$ cat src/kps_pkg.sv
// shared constants and state type for the keypad matrix scanner
package kps_pkg;
	// ----------------------------------------------------------------
	// matrix geometry
	// ----------------------------------------------------------------
	localparam int          KPS_NUM_COLS      = 5;
	localparam int          KPS_NUM_ROWS      = 6;
	// ----------------------------------------------------------------
	// reset values
	// ----------------------------------------------------------------
	localparam logic [4:0]  KPS_COL_RESET     = 5'h1f;
	localparam logic [5:0]  KPS_ROW_RESET     = 6'h3f;
	localparam logic [2:0]  KPS_ORDER_RESET   = 3'h0;
	// ----------------------------------------------------------------
	// field layout of order and size words
	// ----------------------------------------------------------------
	localparam int          KPS_SLOT_W        = 3;
	localparam int          KPS_SIZE_COLS_LSB = 0;
	localparam int          KPS_SIZE_ROWS_LSB = 4;
	// ----------------------------------------------------------------
	// timing, in 1 ms ticks; the debounce zero value counts 4 ms units
	// ----------------------------------------------------------------
	localparam logic [8:0]  KPS_DB_STEP_MS    = 9'h004;
	localparam logic [8:0]  KPS_DB_ZERO_UNITS = 9'h040;
	localparam logic [8:0]  KPS_SCAN_ZERO_MS  = 9'h004;
	// ----------------------------------------------------------------
	// scanner states, gray along idle-debounce-scan-release
	// ----------------------------------------------------------------
	typedef enum logic [2:0] {
		KPS_IDLE     = 3'b000,
		KPS_PRESS_DB = 3'b001,
		KPS_SCAN     = 3'b011,
		KPS_WAIT_REL = 3'b010,
		KPS_REL_DB   = 3'b110
	} kps_state_t;
endpackage : kps_pkg

$ cat src/kps_scanner.sv
// keypad matrix scanner: idle detect, debounce, column walk, release
// Contract
// serve 30 keys: 5 drives, 6 senses
// low column plus low sense means closed
// hardware scanning off until firmware enables it
// valid key pulses event, loads position registers
// all timing from the outside 1 kHz tick
// run only while keypad clock enable set
// active rows and columns set by size
// idle drives all columns low, waits
// recheck press after debounce, else idle
// debounce 4 ms to 256 ms, 4 ms steps
// one column low, advance after all senses
// check spacing 1 to 4 ms, two bits
// cover whole keypad, order keeps interval
// report only when exactly one key closed
// column order from order words, rows fixed
// enabled: position registers change on valid only
// continue without waiting for event service
// after detection wait for key release
// release starts debounce, restart if pressed
// confirmed release: all low, wait again
// disabled: drives follow the column register
// firmware scans manually with scanning cleared
// column bits 4:0, cleared bit drives low
// row bits 5:0, cleared bit reads low
// debounce units 4 ms, zero means 256
// timers count 1 kHz ticks
`timescale 1ns/100ps
`default_nettype none
module kps_scanner
	import kps_pkg::*;
#(
	parameter int COLS = kps_pkg::KPS_NUM_COLS,
	parameter int ROWS = kps_pkg::KPS_NUM_ROWS
) (
	input  wire logic              core_clk_i,
	input  wire logic              srst_i,
	input  wire logic              tick_1khz_i,
	input  wire logic              keypad_clock_enable_i,
	input  wire logic              hw_scan_enable_i,
	input  wire logic [5:0]        debounce_interval_i,
	input  wire logic [1:0]        scan_interval_i,
	input  wire logic [7:0]        scan_order_low_i,
	input  wire logic [7:0]        scan_order_high_i,
	input  wire logic [7:0]        matrix_size_i,
	input  wire logic              drive_wr_i,
	input  wire logic [COLS-1:0]   drive_wdata_i,
	input  wire logic [ROWS-1:0]   sense_i,
	output logic      [COLS-1:0]   drive_o,
	output logic      [COLS-1:0]   detected_drive_reg_o,
	output logic      [ROWS-1:0]   detected_sense_reg_o,
	output logic                   key_event_o,
	output logic                   scan_busy_o
);
	import kps_pkg::*;

	// ----------------------------------------------------------------
	// helpers
	// ----------------------------------------------------------------
	// column number held in a scan order slot
	function automatic logic [2:0] slot_col(input logic [2:0] slot,
		input logic [15:0] order);
		logic [15:0] sh;
		sh = order >> (slot * KPS_SLOT_W);
		slot_col = sh[2:0];
	endfunction : slot_col

	// pattern with a single low drive line
	function automatic logic [COLS-1:0] low_one(input logic [2:0] c);
		low_one = ~(COLS'(1) << c);
	endfunction : low_one

	// count of active lines, zero or too large selects all
	function automatic logic [2:0] active_cnt(input logic [2:0] v,
		input logic [2:0] max);
		active_cnt = (v == 3'h0 || v > max) ? max : v;
	endfunction : active_cnt

	// ----------------------------------------------------------------
	// sense input synchroniser
	// ----------------------------------------------------------------
	// six sense lines, five drive lines
	logic [ROWS-1:0] sense_s1;
	logic [ROWS-1:0] sense_s2;
	logic [ROWS-1:0] sense_s3;
	logic [ROWS-1:0] sense_q;
	logic [ROWS-1:0] next_sense_q;

	always_comb begin
		// a line counts as changed only once stages two and three agree
		for (int i = 0; i < ROWS; i++) begin
			next_sense_q[i] = (sense_s2[i] == sense_s3[i]) ?
				sense_s3[i] : sense_q[i];
		end
	end

	always_ff @(posedge core_clk_i) begin
		if (srst_i) begin
			sense_s1 <= '1;
			sense_s2 <= '1;
			sense_s3 <= '1;
			sense_q  <= '1;
		end else begin
			sense_s1 <= sense_i;
			sense_s2 <= sense_s1;
			sense_s3 <= sense_s2;
			sense_q  <= next_sense_q;
		end
	end

	// ----------------------------------------------------------------
	// derived configuration
	// ----------------------------------------------------------------
	logic [2:0]      n_cols;
	logic [2:0]      n_rows;
	logic [ROWS-1:0] row_mask;
	logic [ROWS-1:0] sense_low;
	logic            any_low;
	logic            tick;
	logic [8:0]      db_ticks;
	logic [8:0]      sc_ticks;
	logic [15:0]     order;

	// size gating
	assign n_cols = active_cnt(matrix_size_i[KPS_SIZE_COLS_LSB +: 3],
		3'(COLS));
	assign n_rows = active_cnt(matrix_size_i[KPS_SIZE_ROWS_LSB +: 3],
		3'(ROWS));
	assign order = {scan_order_high_i, scan_order_low_i};

	always_comb begin
		for (int i = 0; i < ROWS; i++) begin
			row_mask[i] = (3'(i) < n_rows);
		end
	end

	// low sense marks a closed switch
	assign sense_low = ~sense_q & row_mask;
	assign any_low   = |sense_low;

	// timers advance only on enabled 1 kHz ticks
	assign tick = tick_1khz_i & keypad_clock_enable_i;

	// debounce in 4 ms units, zero means 256 ms
	assign db_ticks = ((debounce_interval_i == 6'h00) ? KPS_DB_ZERO_UNITS
		: {3'h0, debounce_interval_i}) * KPS_DB_STEP_MS;

	// scan spacing in ms, zero means 4 ms
	assign sc_ticks = (scan_interval_i == 2'h0) ? KPS_SCAN_ZERO_MS
		: {7'h00, scan_interval_i};

	// ----------------------------------------------------------------
	// scanner state machine and registers
	// ----------------------------------------------------------------
	kps_state_t      state;
	kps_state_t      next_state;
	logic [8:0]      timer;
	logic [8:0]      next_timer;
	logic [2:0]      col_slot;
	logic [2:0]      next_col_slot;
	logic [2:0]      row_idx;
	logic [2:0]      next_row_idx;
	logic [1:0]      hits;
	logic [1:0]      next_hits;
	logic [1:0]      hits_now;
	logic [2:0]      hit_col;
	logic [2:0]      next_hit_col;
	logic [2:0]      hit_row;
	logic [2:0]      next_hit_row;
	logic [COLS-1:0] col_reg;
	logic [COLS-1:0] next_col_reg;
	logic [ROWS-1:0] row_reg;
	logic [ROWS-1:0] next_row_reg;
	logic [COLS-1:0] next_drive;
	logic            next_event;
	logic            hit;

	always_comb begin
		next_state    = state;
		next_timer    = timer;
		next_col_slot = col_slot;
		next_row_idx  = row_idx;
		next_hits     = hits;
		next_hit_col  = hit_col;
		next_hit_row  = hit_row;
		next_col_reg  = col_reg;
		next_row_reg  = row_reg;
		next_event    = 1'b0;
		hit           = sense_low[row_idx];
		hits_now      = (hit && hits != 2'h2) ? hits + 2'h1 : hits;
		if (!hw_scan_enable_i) begin
			// bypass: firmware owns columns, rows read live
			next_state = KPS_IDLE;
			if (drive_wr_i) begin
				next_col_reg = drive_wdata_i;
			end
			// live sense level, cleared bit is a low line
			next_row_reg = sense_q;
		end else if (tick) begin
			case (state)
				// wait with all columns low
				KPS_IDLE: begin
					if (any_low) begin
						next_state = KPS_PRESS_DB;
						next_timer = db_ticks;
					end
				end
				// recheck after debounce
				KPS_PRESS_DB: begin
					if (timer > 9'h001) begin
						next_timer = timer - 9'h001;
					end else if (any_low) begin
						next_state    = KPS_SCAN;
						next_timer    = sc_ticks;
						next_col_slot = 3'h0;
						next_row_idx  = 3'h0;
						next_hits     = 2'h0;
					end else begin
						next_state = KPS_IDLE;
					end
				end
				// check one sense per interval
				KPS_SCAN: begin
					if (timer > 9'h001) begin
						next_timer = timer - 9'h001;
					end else begin
						next_timer = sc_ticks;
						next_hits  = hits_now;
						if (hit) begin
							next_hit_col = slot_col(col_slot, order);
							next_hit_row = row_idx;
						end
						if (row_idx + 3'h1 < n_rows) begin
							next_row_idx = row_idx + 3'h1;
						end else if (col_slot + 3'h1 < n_cols) begin
							next_row_idx  = 3'h0;
							next_col_slot = col_slot + 3'h1;
						end else begin
							// go on to release wait at once
							next_state = KPS_WAIT_REL;
							// single closure only
							if (hits_now == 2'h1) begin
								// load position, pulse event
								next_event   = 1'b1;
								next_col_reg = hit ?
									low_one(slot_col(col_slot, order))
									: low_one(hit_col);
								next_row_reg = hit ?
									~(ROWS'(1) << row_idx)
									: ~(ROWS'(1) << hit_row);
							end
						end
					end
				end
				// wait for every active sense line high
				KPS_WAIT_REL: begin
					if (!any_low) begin
						next_state = KPS_REL_DB;
						next_timer = db_ticks;
					end
				end
				// debounce release, restart if pressed
				KPS_REL_DB: begin
					if (timer > 9'h001) begin
						next_timer = timer - 9'h001;
					end else if (any_low) begin
						next_timer = db_ticks;
					end else begin
						next_state = KPS_IDLE;
					end
				end
				default: begin
					next_state = KPS_IDLE;
				end
			endcase
		end
		// drive lines; a cleared bit pulls its column low
		if (!hw_scan_enable_i) begin
			next_drive = next_col_reg;
		end else if (next_state == KPS_SCAN) begin
			// column order from the order words
			next_drive = low_one(slot_col(next_col_slot, order));
		end else begin
			next_drive = '0;
		end
	end

	always_ff @(posedge core_clk_i) begin
		if (srst_i) begin
			state       <= KPS_IDLE;
			timer       <= '0;
			col_slot    <= '0;
			row_idx     <= '0;
			hits        <= '0;
			hit_col     <= KPS_ORDER_RESET;
			hit_row     <= '0;
			col_reg     <= KPS_COL_RESET;
			row_reg     <= KPS_ROW_RESET;
			drive_o     <= KPS_COL_RESET;
			key_event_o <= 1'b0;
		end else begin
			state       <= next_state;
			timer       <= next_timer;
			col_slot    <= next_col_slot;
			row_idx     <= next_row_idx;
			hits        <= next_hits;
			hit_col     <= next_hit_col;
			hit_row     <= next_hit_row;
			col_reg     <= next_col_reg;
			row_reg     <= next_row_reg;
			drive_o     <= next_drive;
			key_event_o <= next_event;
		end
	end

	// ----------------------------------------------------------------
	// outputs
	// ----------------------------------------------------------------
	assign detected_drive_reg_o = col_reg;
	assign detected_sense_reg_o = row_reg;
	assign scan_busy_o          = hw_scan_enable_i && state != KPS_IDLE;

endmodule : kps_scanner
`default_nettype wire

$ cat config.mk
export PLATFORM = sky130hd
export DESIGN_NAME = kps_scanner
export DESIGN_NICKNAME = d
export VERILOG_FILES = /design/src/kps_pkg.sv /design/src/kps_scanner.sv
export SDC_FILE = /design/constraint.sdc
export NUM_CORES = 1
export LEC_CHECK = 0
export BUFFER_PORTS_ARGS = -buffer_cell sky130_fd_sc_hd__buf_2
export CORE_MARGIN = 4
export CORE_UTILIZATION = 52
export CTS_CLUSTER_DIAMETER = 40
export DETAILED_ROUTE_END_ITERATION = 6
export PLACE_DENSITY = 0.74
export SYNTH_ARGS = -nofsm -noshare
export SYNTH_HDL_FRONTEND = slang
export SYNTH_SLANG_ARGS = --single-unit
$ cat constraint.sdc
create_clock -name core_clk_i -period 3.65 [get_ports core_clk_i]
set_input_delay 0.5475 -clock core_clk_i [delete_from_list [all_inputs] [get_ports core_clk_i]]
set_output_delay 0.5475 -clock core_clk_i [all_outputs]
set_load 0.1 [all_outputs]
==> qor.yml, run 1 <==
ant_nets: 0
track_usage_pct: 21.1
antenna_found_initial: 0
ys_ff_latch: 67
critPathMaxStageDelay_ps: 430
irDropWorstVdd_v: 0.000177
synth_area_um2: 4130
hold_viol: 0
vias: 4007
worst_pin_slew_ps: 628
cts_tree: "done"
synth_edf_count: 0
final_net_count: 641
crit_type: "register to register"
crit_chain: "ha_1, xor2_1, ha_1, a41oi_1, and2_1, a211oi_1, a211oi_4, buf_4, mux2i_2, nor2_1, or3_4, o41a_1"
cap_violations: 0
fp.dieW_um: 97.1
yosysTopAreaCell: "dfxtp_1"
drt_first_pass_iters: 5
grt_max_degree: 42
syn-num-nets: 576
slowest_stage: "o41a_1"
initial_utilization_pct: 53.4
cp.buffers_inverters: 1
dp_hpwl_um: 7440
cts-root-buf: "clkbuf_8"
slew_headroom_pct: 57.7
syn_avg_cell_area_um2: 8.03
clockBufferDepth: 2
synth-seq-area-share_pct: 32.5
core_area_um2: 7730
power_leakage_nw: 2.05
syn_inst: 514
die_y_um: 97.1
yosys-top-cells-area: "dfxtp_1, nor2_1, mux2i_1"
placementRows: 32
clk_pin_slew_ps: 80
fin_skew_ps: 13.9
h-tree-depth: 3
synth.distinct_cells: 64
period_minus_slack_ps: 3460
drt_wl_total_um: 9970
ioPinCount: 67
clkSinkCount: 67
grt-ovfl-total: 0
avgRoutedWirePerCell_um: 14.5
syn_to_final_growth_pct: 16.5
rsz0062_at_grt: "false"
globalplace.congestion: 0.893
required_ps: 3880
power_per_cell_area_nw_per_um2: 333
max_freq_ghz: 0.289
hp-class: "input port to register"
grt_first_pass_wirelength_um: 16800
yosysMostFrequentCell: "nor2_1"
synth_common_cells: "nor2_1, dfxtp_1, a21oi_1"
finish.instance_area_um2: 4810
synthArstFlopShare_pct: 0
diodes: 0
postCtsSetupRepairBufs: 0
cts_buffers: 9
grt_pass1_vias: 3788
yosys_most_used_dff: "dfxtp_1"
first_iter_violations: 181
worst_path_most_repeated_cell: "ha_1"
vias_per_cell: 5.84
drv_slew: 0
io_buffers: 64
critPathLaunchType: "register"
finalSetupTns_ps: 0
arrival_ps: 3700
drc_errors: 0
clkLatencyLatePin_ps: 350
critPathTopFamily: "compound AO/OA/AOI/OAI gates"
post_dp_cell_area_um2: 4600
fin_crit_sh_pct: 94.9
setup_viol: 0
dieArea_um2: 9420
cp-end-kind: "register"
yosysWarnings: 0
p_total_mw: 1.60
status: "finished clean"
post-synth-top-area-fraction_pct: 32.5
path_max_fanout: 6
drive_gt1_share_pct: 23.3
==> where the power goes <==
part           switching (mW)  internal, mW
Clock                   0.304         0.323
Sequential            0.00865         0.748
Combinational           0.147        0.0678
Total                   0.460          1.14
==> cell families after synthesis <==
logic type | after synthesis | share of synthesized area, %
buf+inv | 47 | 4.46
mux | 23 | 6.64
flops | 67 | 32.5
simple gates | 209 | 26.3
compound gates | 148 | 24.6
xor+xnor | 7 | 1.49
fa+ha+maj | 13 | 3.94
==> metrics by stage <==
step	hold slack [ps]	worst slack, ps	util [%]	instances
global placement	391	134	59.5	670
floorplan	389	5.90	-	514
detailed placement	392	79.9	59.5	670
global route	358	14.6	62.2	686
CTS	362	134	62.1	686
finish	378	185	62.2	686
==> flip-flops by register name, summed over array words and instances (netlist names), 5 cells and up <==
signal and cells:
sense_s1 6, sense_s3 6, detected_drive_reg_o 5, sense_s2 6, timer 9, sense_q 6
drive_o 5, detected_sense_reg_o 6
==> layout make-up <==
| type | instances | area, um2 |
|---|---|---|
| clock buffers | 10 | 128 |
| clock inverters | 6 | 72.6 |
| fillers | 712 | 2920 |
| inverters | 19 | 71.3 |
| multi-input cells | 400 | 2610 |
| flip-flops and latches | 67 | 1340 |
| well taps | 102 | 128 |
| repair buffers | 82 | 455 |
==> worst register-to-register path, stage by stage (launching register included) <==
cell and delay, ps:
dfxtp_1 320, ha_1 240, xor2_1 190, ha_1 320
a41oi_1 350, and2_1 260, a211oi_1 130, a211oi_4 220
buf_4 210, mux2i_2 220, nor2_1 80, or3_4 400
o41a_1 430
==> worst paths after layout <==
check | depth (start not counted) | to | slack [ps] | from
worst max-delay path | 12 | drive_o[4]$_SDFF_PP1_ | 190 | col_slot[0]$_SDFF_PP0_
worst min register to register | 1 | sense_s2[4]$_SDFF_PP1_ | 410 | sense_s1[4]$_SDFF_PP1_
worst min-delay path | 2 | sense_s1[3]$_SDFF_PP1_ | 380 | sense_i[3]
worst max register to register | 12 | drive_o[4]$_SDFF_PP1_ | 190 | col_slot[0]$_SDFF_PP0_
==> cells in the final DEF (no fill, tap or decap), drive strengths merged, types with 9 or more instances in the layout <==
cell	instances
a31oi	14
o21ai	27
buf	82
inv	21
nor4	9
nor2	74
nand2	29
mux2i	18
or2	21
a21oi	33
ha	13
nand3	13
o21bai	17
clkbuf	10
nor3	24
dfxtp	67
==> repair_timing <==
item                                    4_1_cts  5_1_grt
resized for setup                             0        5
hold buffers                                  0        0
endpoints found under the setup margin        0        1
==> metal layers <==
layer	up-vias	track usage, %	wire length [um]
met3	28	4.16	593
met2	140	35.5	4810
li1	2013	-	-
met5	-	0	0
met4	0	11.4	271
met1	1826	25.2	4290
Power figures use the tool's default switching activity.
==> inputs of run 2 (changes only) <==
--- a/config.mk
+++ b/config.mk
@@ -5,7 +5,7 @@
 export SDC_FILE = /design/constraint.sdc
 export NUM_CORES = 1
 export LEC_CHECK = 0
-export BUFFER_PORTS_ARGS = -buffer_cell sky130_fd_sc_hd__buf_2
+export BUFFER_PORTS_ARGS = -buffer_cell sky130_fd_sc_hd__buf_4
 export CORE_MARGIN = 4
 export CORE_UTILIZATION = 52
 export CTS_CLUSTER_DIAMETER = 40
==> run 2 against run 1 <==
Compared with the run above: non-clock buffer count shrank 3; core utilization grew 2.0 points; sequential share of layout area decreased by 0.89 points.
==> qor.yml, run 2 (same netlist as run 1, synthesis figures left out) <==
status: "finished clean"
crit_start: "row_idx[1]$_SDFFE_PP0P_"
regMostFlops: "timer"
io_buffers: 64  # unchanged
placementRows: 32  # unchanged
cts_buffers: 9  # unchanged
min_path_cells: 2  # unchanged
cts-root-buf: "clkbuf_8"
drc_errors: 0  # unchanged
dp_hpwl_um: 7610  # +2.3%
clk_pin_slew_ps: 90  # about the same
power_per_cell_area_nw_per_um2: 343  # +3.1%
rsz0062_at_grt: "false"
critPathMaxStageDelay_ps: 420  # about the same
min_to: "sense_s1[3]$_SDFF_PP1_"
postCtsSetupRepairBufs: 0  # unchanged
finish.instance_area_um2: 4960  # +3.2%
largest_reg_flops: 9  # unchanged
ioPinCount: 67  # unchanged
irDropWorstVdd_v: 0.000262  # +48%
grt_max_degree: 64  # +52%
antenna_found_initial: 0  # unchanged
fill_cells: 700  # -1.7%
multi_input_area_um2: 2610  # -0.19%
track_usage_pct: 22.1  # +0.99 points
drt_wl_total_um: 10300  # +3.5%
holdWs_ps: 371  # -6.50 ps
drive_gt1_share_pct: 22.5  # -0.74 points
r2r_cells: 13  # +1
required_ps: 3900  # +20 ps
crit_chain: "ha_1, ha_1, inv_1, ha_1, nand2_1, a31o_2, a21bo_4, nor4_4, a211oi_4, mux2_4, and3_4, or3_4, o41a_1"
finalSetupTns_ps: 0  # unchanged
path_max_fanout: 6  # unchanged
power_leakage_nw: 2.12  # +3.3%
crit_type: "register to register"
drv_slew: 0  # unchanged
fin_crit_sh_pct: 96.4  # +1.4 points
drt_first_pass_iters: 6  # +1
dieArea_um2: 9420  # unchanged
hold_viol: 0  # unchanged
arrival_ps: 3770  # +70 ps
r2r_end: "drive_o[4]$_SDFF_PP1_"
initial_utilization_pct: 53.4  # unchanged
grt_pass1_vias: 3745  # -1.1%
period_minus_slack_ps: 3520  # +52.5 ps
syn_to_final_growth_pct: 20.2
slew_headroom_pct: 55.7  # -2.0 points
grt_first_pass_wirelength_um: 17500  # +4.1%
hp-class: "input port to register"
fin_skew_ps: 10.9  # -2.96 ps
cap_violations: 0  # unchanged
regArea_um2: 1340  # about the same
vias_per_cell: 5.86  # +0.24%
grt-ovfl-total: 0  # unchanged
worst_path_most_repeated_cell: "ha_1"
max_freq_ghz: 0.284  # -1.5%
clkSinkCount: 67  # unchanged
fp.dieW_um: 97.1  # unchanged
hp-start: "sense_i[3]"
layout_common_cells: "buf_4, nor2_1, dfxtp_1, a21oi_1, nand2_1"
clkLatencyLatePin_ps: 360  # about the same
fin_util_pct: 64.2  # +2.0 points
finalNonFillerCells: 683  # -0.44%
cts_tree: "done"
final_net_count: 638  # -0.47%
cp-end-kind: "register"
globalplace.congestion: 0.921  # +3.2%
avgRoutedWirePerCell_um: 15.1  # +4.0%
setup_viol: 0  # unchanged
post_dp_cell_area_um2: 4730  # +3.0%
diodes: 0  # unchanged
h-tree-depth: 3  # unchanged
worst_pin_slew_ps: 658  # +29.5 ps
critPathLaunchType: "register"
final_common_cell: "buf_4"
die_y_um: 97.1  # unchanged
holdBufCountCts: 0  # unchanged
place_inst: 667  # -0.45%
clockBufferDepth: 2  # unchanged
first_iter_violations: 284  # +57%
slowest_stage: "o41a_1"
vias: 3999  # -0.20%
reg2reg_slack_ps: 130  # -50 ps
core_area_um2: 7730  # unchanged
r2r-start: "row_idx[1]$_SDFFE_PP0P_"
ant_nets: 0  # unchanged
run 2: area by class of cell:
cell class	count	share of cell area, %
Sequential cell	67	27.0
Multi-Input combinational cell	400	52.5
Clock buffer	10	2.57
Tap cell	102	2.57
Inverter	19	1.44
Clock inverter	6	1.92
Timing Repair Buffer	79	12.0
run 2: how the worst max path moves through the flow:
stage                             to  slack, ps  depth (start not counted)
6_report       drive_o[4]$_SDFF_PP1_        130                         13
5_1_grt        drive_o[4]$_SDFF_PP1_          9                         14
4_1_cts        drive_o[4]$_SDFF_PP1_         60                         14
3_5_place_dp   drive_o[4]$_SDFF_PP1_         40                         13
3_3_place_gp   drive_o[4]$_SDFF_PP1_        130                         14
2_1_floorplan  drive_o[4]$_SDFF_PP1_          6                         13
run 2: critical path, delay by kind of cell, from the launching register on:
kind	cells	cell delay, ps
DFF	1	370
adders and majority gates	3	780
AOI/OAI and AO/OA	4	1000
and+or+nand+nor	4	890
buffers and inverters	1	50
muxes	1	320
run 2: what timing repair did:
| item | CTS | global route |
|---|---|---|
| resized for setup | 0 | 2 |
| endpoints found under the hold margin | 0 | 0 |
| setup endpoints to repair | 0 | 1 |
run 2: routing by layer:
| layer | track usage (%) | part of all wire (%) | routed length (um) | vias to the layer above |
|---|---|---|---|---|
| met3 | 4.24 | 5.8 | 603 | 21 |
| met5 | 0 | 0 | 0 | - |
| li1 | - | - | - | 2003 |
| met2 | 37.7 | 49 | 5080 | 117 |
| met1 | 27.4 | 43 | 4440 | 1858 |
| met4 | 8.64 | 1.9 | 195 | 0 |
run 2: stage by stage:
step                      setup WS, ps  total power, mW
after global routing              8.85             1.77
after CTS                         64.3             1.72
after floorplan                   5.90            0.928
final                              133             1.70
after detailed placement          43.4             1.01
after global placement             134             1.00
run 2: power breakdown:
part	internal (mW)	leakage, nW	total, mW	switching [mW]
combinational	0.0857	1.46	0.232	0.146
clock	0.393	0.112	0.711	0.318
sequential	0.748	0.547	0.758	0.00947
